**config.mk**
```make
export PLATFORM = sky130hd
export DESIGN_NAME = pt_timer
export DESIGN_NICKNAME = d
export VERILOG_FILES = /design/src/include/pt_pkg.sv /design/src/rtl/pt_prescaler.sv /design/src/rtl/pt_timer.sv
export SDC_FILE = /design/constraint.sdc
export NUM_CORES = 1
export LEC_CHECK = 0
export ABC_AREA = 1
export BUFFER_PORTS_ARGS = -buffer_cell sky130_fd_sc_hd__buf_4
export CORE_MARGIN = 10
export CORE_UTILIZATION = 55
export CTS_BUF_LIST = sky130_fd_sc_hd__clkbuf_4 sky130_fd_sc_hd__clkbuf_8 sky130_fd_sc_hd__clkbuf_16
export CTS_CLUSTER_DIAMETER = 120
export DETAILED_ROUTE_END_ITERATION = 10
export PLACE_DENSITY = 0.84
export SKIP_CTS_REPAIR_TIMING = 1
export SYNTH_ARGS = -nofsm -noshare
export SYNTH_HDL_FRONTEND = slang
export SYNTH_SLANG_ARGS = --single-unit
```
**constraint.sdc**
```tcl
create_clock -name hclk -period 4.87 [get_ports hclk]
set_input_delay 0.2435 -clock hclk [delete_from_list [all_inputs] [get_ports hclk]]
set_output_delay 0.2435 -clock hclk [all_outputs]
set_load 0.1 [all_outputs]
```
**src/include/pt_pkg.sv**
```systemverilog
package pt_pkg;
  // Register indices as printed; byte address is four times the index.
  localparam logic [7:0] IDX_IRQ_FLAGS   = 8'h0C;
  localparam logic [7:0] IDX_COUNT       = 8'h11;
  localparam logic [7:0] IDX_CONTROL     = 8'h12;
  localparam logic [7:0] IDX_IRQ_ENABLES = 8'h8C;
  localparam logic [7:0] IDX_PERIOD      = 8'h92;
  localparam logic [7:0] IDX_IRQ_GLOBAL  = 8'h0B;

  localparam logic [7:0] RST_COUNT   = 8'h00;
  localparam logic [7:0] RST_PERIOD  = 8'hFF;
  localparam logic [6:0] RST_CONTROL = 7'h00;
  localparam logic [7:0] RST_IRQ     = 8'h00;

  // Control field positions.
  localparam int CTL_PS_LSB   = 0;
  localparam int CTL_RUN_BIT  = 2;
  localparam int CTL_OPS_LSB  = 3;
  // Flag and enable position of the timer match.
  localparam int IRQ_MATCH_BIT = 1;
  // Global enable register: bit 7 global, bit 6 peripheral.
  localparam int GIE_BIT  = 7;
  localparam int PERIPH_IRQ_GLOBAL_ENABLE_BIT = 6;

  // Last count of the core-cycle divider; one instruction-rate tick per four core cycles (oscillator/4).
  localparam logic [1:0] TICK_DIV_LAST = 2'h3;
endpackage : pt_pkg

```
**src/rtl/pt_prescaler.sv**
```systemverilog
`timescale 1ns/10ps
module pt_prescaler (
  input  wire logic       hclk,       // Core clock.
  input  wire logic       hresetn,    // Async reset, active low.
  input  wire logic       tick,       // Instruction-rate tick.
  input  wire logic       run,        // Timer running.
  input  wire logic       clr,        // Clear the prescale count.
  input  wire logic [1:0] sel,        // Prescale select.
  output logic            ptick       // Prescaled tick pulse.
);
  logic [3:0] cnt_ff;
  logic [3:0] last;

  always_comb begin
    case (sel)
      2'h0:    last = 4'h0;
      2'h1:    last = 4'h3;
      default: last = 4'hF;
    endcase
  end

  assign ptick = run && tick && !clr && (cnt_ff >= last);

  always_ff @(posedge hclk or negedge hresetn) begin
    if (!hresetn) begin
      cnt_ff <= 4'h0;
    end else if (clr) begin
      cnt_ff <= 4'h0;
    end else if (run && tick) begin
      cnt_ff <= (cnt_ff >= last) ? 4'h0 : cnt_ff + 4'h1;
    end
  end
endmodule : pt_prescaler

```
**src/rtl/pt_timer.sv**
```systemverilog
// Design decision made here: the AHB-Lite interface to the registers.
`timescale 1ns/10ps
// How it works
// - Prescale select: 1, 4 or 16.
// - Count up, wrap to zero after period.
// - Period register read/write, resets to all ones.
// - Counter register read/write, resets to zero.
// - Postscaler passes one of N matches.
// - Postscale ratio is field plus one.
// - Postscaler event sets sticky match flag.
// - Run bit starts or stops timer.
// - Count or control write clears scalers.
// - Control write keeps counter value.
// - Match pulse goes to serial port.
// - Counter and match feed PWM.
// - Control bit 7 zero, others reset zero.
module pt_timer (
  input  wire logic        hclk,         // Core clock, 200 MHz.
  input  wire logic        hresetn,      // Async reset, active low.
  input  wire logic        hsel,         // Slave select.
  input  wire logic [31:0] haddr,        // Byte address.
  input  wire logic [1:0]  htrans,       // Transfer type.
  input  wire logic        hwrite,       // Write when high.
  input  wire logic [2:0]  hsize,        // Transfer size.
  input  wire logic [31:0] hwdata,       // Write data.
  input  wire logic        hready,       // Bus ready in.
  output logic      [31:0] hrdata,       // Read data.
  output logic             hreadyout,    // Slave ready.
  output logic             hresp,        // Always OKAY.
  output logic             match_pulse,  // Period match, to serial port.
  output logic      [7:0]  pwm_count,    // Counter, PWM time base.
  output logic             pwm_match,    // Period match, PWM time base.
  output logic             irq           // Interrupt request.
);
  logic        ph_wr_ff;
  logic [7:0]  ph_idx_ff;
  logic [7:0]  count_ff;
  logic [7:0]  period_ff;
  logic [6:0]  ctrl_ff;
  logic [7:0]  flags_ff;
  logic [7:0]  enables_ff;
  logic [7:0]  gctl_ff;
  logic [1:0]  tick_ff;
  logic [3:0]  post_ff;
  logic        tick;
  logic        ptick;
  logic        match;
  logic        post_evt;
  logic        wr_count;
  logic        wr_ctrl;
  logic        wr_flags;
  logic        scaler_clr;
  logic [7:0]  wdat;
  logic [7:0]  rsel;
  logic        addr_ok;

  assign hreadyout = 1'b1;
  assign hresp     = 1'b0;
  assign addr_ok   = (haddr[1:0] == 2'h0) && (haddr[31:10] == 22'h0);

  // Address phase capture; the data phase always completes in one cycle.
  always_ff @(posedge hclk or negedge hresetn) begin
    if (!hresetn) begin
      ph_wr_ff  <= 1'b0;
      ph_idx_ff <= 8'h00;
    end else if (hready) begin
      ph_wr_ff  <= hsel && htrans[1] && hwrite && addr_ok;
      ph_idx_ff <= haddr[9:2];
    end
  end

  assign wdat       = hwdata[7:0];
  assign wr_count   = ph_wr_ff && (ph_idx_ff == pt_pkg::IDX_COUNT);
  assign wr_ctrl    = ph_wr_ff && (ph_idx_ff == pt_pkg::IDX_CONTROL);
  assign wr_flags   = ph_wr_ff && (ph_idx_ff == pt_pkg::IDX_IRQ_FLAGS);
  assign scaler_clr = wr_count || wr_ctrl;

  always_comb begin
    case (haddr[9:2])
      pt_pkg::IDX_IRQ_FLAGS:   rsel = flags_ff;
      pt_pkg::IDX_COUNT:       rsel = count_ff;
      pt_pkg::IDX_CONTROL:     rsel = {1'b0, ctrl_ff};
      pt_pkg::IDX_IRQ_ENABLES: rsel = enables_ff;
      pt_pkg::IDX_PERIOD:      rsel = period_ff;
      pt_pkg::IDX_IRQ_GLOBAL:  rsel = gctl_ff;
      default:                 rsel = 8'h00;
    endcase
  end

  // Read data is registered at the address phase so it stands in the data phase.
  always_ff @(posedge hclk or negedge hresetn) begin
    if (!hresetn) begin
      hrdata <= 32'h0;
    end else if (hready) begin
      hrdata <= (hsel && htrans[1] && !hwrite && addr_ok) ? {24'h0, rsel} : 32'h0;
    end
  end

  // Instruction-rate tick: one core cycle in four, held while stopped.
  always_ff @(posedge hclk or negedge hresetn) begin
    if (!hresetn) begin
      tick_ff <= 2'h0;
    end else if (ctrl_ff[pt_pkg::CTL_RUN_BIT]) begin
      tick_ff <= tick_ff + 2'h1;
    end
  end
  assign tick = (tick_ff == pt_pkg::TICK_DIV_LAST);

  pt_prescaler u_pre (
    .hclk    (hclk),
    .hresetn (hresetn),
    .tick    (tick),
    .run     (ctrl_ff[pt_pkg::CTL_RUN_BIT]),
    .clr     (scaler_clr),
    .sel     (ctrl_ff[pt_pkg::CTL_PS_LSB +: 2]),
    .ptick   (ptick)
  );

  assign match = ptick && (count_ff == period_ff) && !wr_count;

  always_ff @(posedge hclk or negedge hresetn) begin
    if (!hresetn) begin
      count_ff <= pt_pkg::RST_COUNT;
    end else if (wr_count) begin
      count_ff <= wdat;
    end else if (ptick) begin
      count_ff <= match ? 8'h00 : count_ff + 8'h01;
    end
  end

  always_ff @(posedge hclk or negedge hresetn) begin
    if (!hresetn) begin
      period_ff <= pt_pkg::RST_PERIOD;
    end else if (ph_wr_ff && (ph_idx_ff == pt_pkg::IDX_PERIOD)) begin
      period_ff <= wdat;
    end
  end

  always_ff @(posedge hclk or negedge hresetn) begin
    if (!hresetn) begin
      ctrl_ff <= pt_pkg::RST_CONTROL;
    end else if (wr_ctrl) begin
      ctrl_ff <= wdat[6:0];
    end
  end

  // Postscaler counts matches; ratio is field value plus one.
  assign post_evt = match && (post_ff == ctrl_ff[pt_pkg::CTL_OPS_LSB +: 4]);

  always_ff @(posedge hclk or negedge hresetn) begin
    if (!hresetn) begin
      post_ff <= 4'h0;
    end else if (scaler_clr) begin
      post_ff <= 4'h0;
    end else if (match) begin
      post_ff <= post_evt ? 4'h0 : post_ff + 4'h1;
    end
  end

  // Only the timer's own flag bit is set by hardware; a set beats a same-cycle clear.
  always_ff @(posedge hclk or negedge hresetn) begin
    if (!hresetn) begin
      flags_ff <= pt_pkg::RST_IRQ;
    end else begin
      if (wr_flags) begin
        flags_ff <= wdat;
      end
      if (post_evt) begin
        flags_ff[pt_pkg::IRQ_MATCH_BIT] <= 1'b1;
      end
    end
  end

  always_ff @(posedge hclk or negedge hresetn) begin
    if (!hresetn) begin
      enables_ff <= pt_pkg::RST_IRQ;
    end else if (ph_wr_ff && (ph_idx_ff == pt_pkg::IDX_IRQ_ENABLES)) begin
      enables_ff <= wdat;
    end
  end

  always_ff @(posedge hclk or negedge hresetn) begin
    if (!hresetn) begin
      gctl_ff <= pt_pkg::RST_IRQ;
    end else if (ph_wr_ff && (ph_idx_ff == pt_pkg::IDX_IRQ_GLOBAL)) begin
      gctl_ff <= wdat;
    end
  end

  assign irq = flags_ff[pt_pkg::IRQ_MATCH_BIT] && enables_ff[pt_pkg::IRQ_MATCH_BIT]
             && gctl_ff[pt_pkg::PERIPH_IRQ_GLOBAL_ENABLE_BIT] && gctl_ff[pt_pkg::GIE_BIT];

  assign match_pulse = match;
  assign pwm_match   = match;
  assign pwm_count   = count_ff;
endmodule : pt_timer

```
==> results of run 1 <==
-- cell type report --
| class | count | area share [%] |
|---|---|---|
| timing repair buffer | 64 | 9.36 |
| clock inverter | 2 | 0.683 |
| inverter | 63 | 4.61 |
| multi-input combinational | 455 | 43.2 |
| tap | 102 | 2.49 |
| clock buffer | 14 | 3.39 |
| sequential | 74 | 36.3 |
-- final timing paths --
kind                                            end  cells after the start              startpoint  slack, ns
setup / recovery                          pwm_match                     11  ctrl_ff[0]$_DFFE_PN0P_       2.25
hold / removal             pwm_count[7]$_DFFE_PN0P_                      1                 hresetn      0.008
setup reg to reg           pwm_count[4]$_DFFE_PN0P_                      9  ctrl_ff[0]$_DFFE_PN0P_       3.00
hold reg to reg               hrdata[7]$_DFFE_PN0P_                      2   hrdata[7]$_DFFE_PN0P_       0.48
max in group asynchronous    gctl_ff[1]$_DFFE_PN0P_                      1                 hresetn       4.23
min in group hclk          ph_idx_ff[5]$_DFFE_PN0P_                      3                haddr[7]       0.10
-- cells by family after synthesis --
family          Yosys count  synth area share [%]
compound gates           67                  7.80
xor+xnor                 10                  1.94
fa+ha+maj                 8                  2.22
buf+inv                 102                  11.5
flops                    74                  41.3
mux                       1                 0.250
other cells               2                 0.167
simple gates            343                  34.8
-- cell usage in the layout, fill, tap and decap left out, types with 7 or more instances in the layout --
master    count
buf_4        64
clkbuf_8     11
conb_1       26
dfrtp_1      66
dfstp_2       8
ha_1          8
inv_1        57
nand2_1     164
nand3_1      85
nand4_1      10
nor2_1       53
nor2_4        7
o21ai_0      55
o21ai_1       7
-- through the flow --
step | total power [mW] | util, % | hold slack (ns)
after detailed placement | 0.817 | 62.7 | 0.443
after global placement | 0.814 | 62.7 | 0.433
final | 1.31 | 65.4 | 0.00778
after CTS | 1.31 | 65.4 | 0.0601
after global routing | 1.35 | 65.4 | 0.0926
after floorplan | 0.779 | - | -0.0521
-- flip-flops by register name, indices dropped and copies added, names as in the netlist --
register      cells
ph_idx_ff         8
ph_wr_ff          1
enables_ff        8
u_pre.cnt_ff      4
period_ff         8
flags_ff          8
pwm_count         8
ctrl_ff           7
hrdata            8
gctl_ff           8
tick_ff           2
post_ff           4
-- critical path: stages, from the launching register on --
cell and delay [ns]:
dfrtp_1 0.41, nor2_1 0.18, inv_1 0.08, ha_1 0.19, o21bai_1 0.14, nand2_1 0.08
nand2_1 0.06, nor2_1 0.06, nor2_4 0.30, nand2_1 0.13, inv_1 0.09, buf_4 0.29
-- layer usage --
layer	vias to the layer above	wire length, um
li1	2021	-
met1	1981	4820
met2	224	5820
met3	36	1050
met4	0	358
met5	-	0
-- report_power, final --
group / leakage [nW] / internal [mW] / switching (mW)
Combinational: 1.92 / 0.0349 / 0.147
Clock: 0.111 / 0.281 / 0.221
Sequential: 0.774 / 0.621 / 0.00635
==> impl_metrics.json, run 1 <==
{
  "fp.dieW_um": 111,
  "synth_area_leaders": "dfrtp_1 (37%), nand2_1 (14%), nand3_1 (9.4%), o21ai_0 (6.1%), inv_1 (4.7%)",
  "yosysUniqueCellTypes": 32,
  "synth.cell_area_um2": 4510,
  "drt_iter0_markers": 409,
  "tritoncts": "built",
  "ys_seq_elements": 74,
  "ios": 119,
  "first_pass_iters": 5,
  "multiInputGateArea_um2": 2220,
  "final_cells": 774,
  "start_util_pct": 57.4,
  "clock_sinks": 74,
  "grt.total_usage_pct": 19.0,
  "coreArea_um2": 7850,
  "max_slew_margin_pct": 37.8,
  "seq_area_um2": 1860,
  "synth_cells": 607,
  "met3_usage_pct": 4.65,
  "diodes": 0,
  "chipHeight_um": 111,
  "grt.met2_usage_pct": 31.1,
  "ys_warn_count": 0,
  "hold_class": "in -> async",
  "timing.final.ws_setup_ns": 2.25,
  "fin_crit_sh_pct": 53.9,
  "gp_congestion": 0.892,
  "hold_viol_final": 0,
  "yosysTopAreaCell": "dfrtp_1",
  "drive_above_1_share_pct": 17.7,
  "antenna_found_initial": 0,
  "root_buffer": "clkbuf_8",
  "h-tree-depth": 3,
  "synth_edf_count": 0,
  "fmax_mhz": 381,
  "routedWlPerCell_um": 15.6,
  "die_area_um2": 12200,
  "top_usage_layer": "met2",
  "dpl.hpwl_um": 8950,
  "drc": 0,
  "cap_violations": 0,
  "met1_usage_pct": 23.3,
  "syn_to_final_growth_pct": 13.9,
  "n_fill_cell": 662,
  "grt_max_degree": 75,
  "required_ns": 4.63,
  "nNetsFinal": 749,
  "synthFlopType": "dfrtp_1",
  "worst_setup_path_start_kind": "flip-flop",
  "insertion_delay_ns": 0.36,
  "yosysMostFrequentCell": "nand2_1",
  "cts_buffers": 9,
  "cts_max_path_buffers": 2,
  "critPathKind": "reg -> out",
  "synth_common_cells": "nand2_1 (164), nand3_1 (85), dfrtp_1 (66)",
  "rsz0062_at_grt": "false",
  "final.min_clock_period_ns": 2.62,
  "status": "complete, no violations",
  "portBuffers": 64,
  "syn_area_per_cell_um2": 7.42,
  "end_kind": "output port",
  "finalSetupTns_ns": 0,
  "peakVddDrop_mv": 0.211,
  "finalSetupViolCount": 0,
  "viasPerCell": 5.51,
  "tightest_slew_ns": 0.932,
  "synth-seq-area-share_pct": 41.3,
  "final_area_um2": 5130,
  "grt_pass1_vias": 4009,
  "ys_async_sr_fraction_pct": 100,
  "drtAntennaViolNets": 0,
  "pre_cts_ws_ns": 2.61,
  "vias": 4262,
  "drt_wl_total_um": 12000,
  "p_leak_nw": 2.81,
  "arrival_ns": 2.38,
  "p_per_area_nw_per_um2": 255,
  "placed_area_um2": 4920,
  "grt-ovfl-total": 0,
  "synth_top_area_share_pct": 36.6,
  "maxSlewViolCount": 0,
  "std_cell_rows": 32,
  "dp_cells": 758,
  "critPathMaxFanout": 13,
  "path_clk_slew_ns": 0.08,
  "skew_ns": 0.00812,
  "grt_pass1_wl_um": 19700
}
No activity file was read; power rests on OpenSTA's default activity.
==> inputs of run 2 (changes only) <==
Settings changed: ABC_AREA 1 to 0, CORE_UTILIZATION 55 to 47, PLACE_DENSITY 0.84 to 0.77.
Clock period 4.87 ns to 2.3 ns, I/O delays scaled along.
==> impl_metrics.json, run 2 <==
{
  "status": "finished, violations left",
  "failed_checks": "hold timing, setup timing",
  "whs_ns": -0.0233,
  "report.power.total_mw": 3.97,
  "grt.total_usage_pct": 15.5,
  "regToRegSetupSlack_ns": -0.12,
  "drt_iter0_markers": 211,
  "grt_max_degree": 75,
  "ys_seq_elements": 74,
  "tightest_slew_ns": 0.922,
  "holdPathStages": 3,
  "yosysUniqueCellTypes": 51,
  "fin_util_pct": 60.1,
  "synth.cell_area_um2": 4090,
  "crit_cells": 8,
  "drc": 0,
  "start_util_pct": 49.0,
  "drtAntennaViolNets": 0,
  "slowest_delay_ns": 0.40,
  "critPathKind": "reg -> out",
  "syn_to_final_growth_pct": 22.6,
  "synth_edf_count": 0,
  "insertion_delay_ns": 0.36,
  "portBuffers": 64,
  "maxSlewViolCount": 0,
  "routedWlPerCell_um": 18.0,
  "final.min_clock_period_ns": 2.44,
  "rr_worst_depth": 9,
  "max_slew_margin_pct": 38.5,
  "root_buffer": "clkbuf_8",
  "critical_path_buf_inv_count": 2,
  "synth_cells": 375,
  "finalSetupTns_ns": -0.979,
  "critPathMaxFanout": 5,
  "grt_pass1_wl_um": 16200,
  "vias": 3169,
  "finalSetupViolCount": 11,
  "dpl.hpwl_um": 7580,
  "fin_crit_sh_pct": 106,
  "final_common_cell": "buf_4",
  "synth_top_area_share_pct": 40.4,
  "clock_sinks": 74,
  "fmax_mhz": 409,
  "crit_family": "simple AND/OR/NAND/NOR gates",
  "synth_common_cells": "dfrtp_1 (66), mux2_2 (47), nor2_1 (31)",
  "final_cell_mix": "buf_4 (80), dfrtp_1 (58), mux2_2 (47)",
  "synth_area_leaders": "dfrtp_1 (40%), mux2_2 (13%), buf_4 (5.1%), dfstp_2 (5.1%), nor2_1 (2.8%)",
  "hold_viol_final": 1,
  "drive_above_1_share_pct": 40.3,
  "cts_buffers": 9,
  "slowest_stage": "a2111oi_4",
  "crit_chain": "or2_4 -> ha_4 -> nand2b_4 -> a2111oi_4 -> a21oi_4 -> nand4_4 -> clkinvlp_4 -> buf_12",
  "tritoncts": "built",
  "cap_violations": 0,
  "nNetsFinal": 539,
  "drt_wl_total_um": 10200,
  "std_cell_rows": 33,
  "peakVddDrop_mv": 0.806,
  "end_kind": "output port",
  "ys_warn_count": 0,
  "syn_area_per_cell_um2": 10.9,
  "fp.dieW_um": 113,
  "crit_start": "ctrl_ff[0]$_DFFE_PN0P_",
  "p_leak_nw": 2.23,
  "cts_max_path_buffers": 2,
  "hold_class": "in -> reg",
  "path_clk_slew_ns": 0.07,
  "synthFlopType": "dfrtp_1",
  "rr_startpoint": "ctrl_ff[0]$_DFFE_PN0P_",
  "p_per_area_nw_per_um2": 792,
  "ys_async_sr_fraction_pct": 100,
  "first_pass_iters": 4,
  "antenna_found_initial": 0,
  "rsz0062_at_grt": "true",
  "yosysTopAreaCell": "dfrtp_1",
  "synth-seq-area-share_pct": 45.5,
  "gp_congestion": 0.860,
  "worst_setup_path_start_kind": "flip-flop",
  "diodes": 0,
  "viasPerCell": 5.59,
  "arrival_ns": 2.33,
  "coreArea_um2": 8340,
  "chipHeight_um": 113,
  "die_area_um2": 12800,
  "required_ns": 2.18,
  "timing.final.ws_setup_ns": -0.145,
  "h-tree-depth": 3,
  "skew_ns": 0.00916,
  "grt-ovfl-total": 0,
  "grt_pass1_vias": 3181,
  "hold_start": "hwrite",
  "yosysMostFrequentCell": "dfrtp_1",
  "ios": 119
}
run 2: cell types whose count changed in the layout (fill, tap and decap cells not counted), sizes merged, moves of 19 or more:
cell,change
nand3,-80
mux2,+46
nand2,-148
buf,+19
nor2,-32
inv,-55
o21ai,-52
run 2: layer usage:
layer	share of wire, %	track usage (%)
met2	47	24.5
met5	0	0
met1	42	18.9
met3	9.5	6.08
met4	1.5	5.41
run 2: worst paths after layout:
kind / endpoint
worst min-delay path: ph_wr_ff$_DFFE_PN0P_
worst min register to register: tick_ff[0]$_DFFE_PN0P_
max in group asynchronous: pwm_count[0]$_DFFE_PN0P_
worst max-delay path: match_pulse
worst max register to register: pwm_count[7]$_DFFE_PN0P_
min in group asynchronous: enables_ff[4]$_DFFE_PN0P_
run 2: tightest hold or removal path, stage by stage:
cell	delay [ns]
buf_4	0.09
nand2_1	0.04
o21ai_0	0.05
run 2: cell type report:
class,count,area (um^2)
Sequential cell,74,1870
Clock inverter,4,51.3
Clock buffer,12,153
Inverter,9,37.5
Multi-Input combinational cell,279,2110
Tap cell,105,131
Fill cell,686,3330
Timing Repair Buffer,84,662
run 2: where the power goes:
group / internal [mW] / switching, mW
Sequential: 1.45 / 0.190
Clock: 0.555 / 0.478
Combinational: 0.437 / 0.866
run 2: metrics by stage:
stage	hold WS, ns	setup slack [ns]	cell area, um^2	cells
4_1_cts	-0.0730	-0.190	4870	557
3_5_place_dp	0.309	-0.0810	4670	541
2_1_floorplan	-0.181	-0.295	4250	399
3_3_place_gp	0.301	0.0432	4670	541
6_report	-0.0233	-0.145	5010	567
5_1_grt	0.000999	-0.224	5010	567
run 2: logic make-up (layout without fill, tap and decap cells):
kind of cell,after synthesis,after routing,synth area share (%)
xor gates and xnor gates,14,14,3.00
AOI/OAI and AO/OA,57,57,9.40
adders and majority gates,8,8,2.45
buffers and inverters,46,109,7.38
other,2,26,0.184
muxes,55,55,14.9
DFF,74,74,45.5
and+or+nand+nor,119,119,17.1
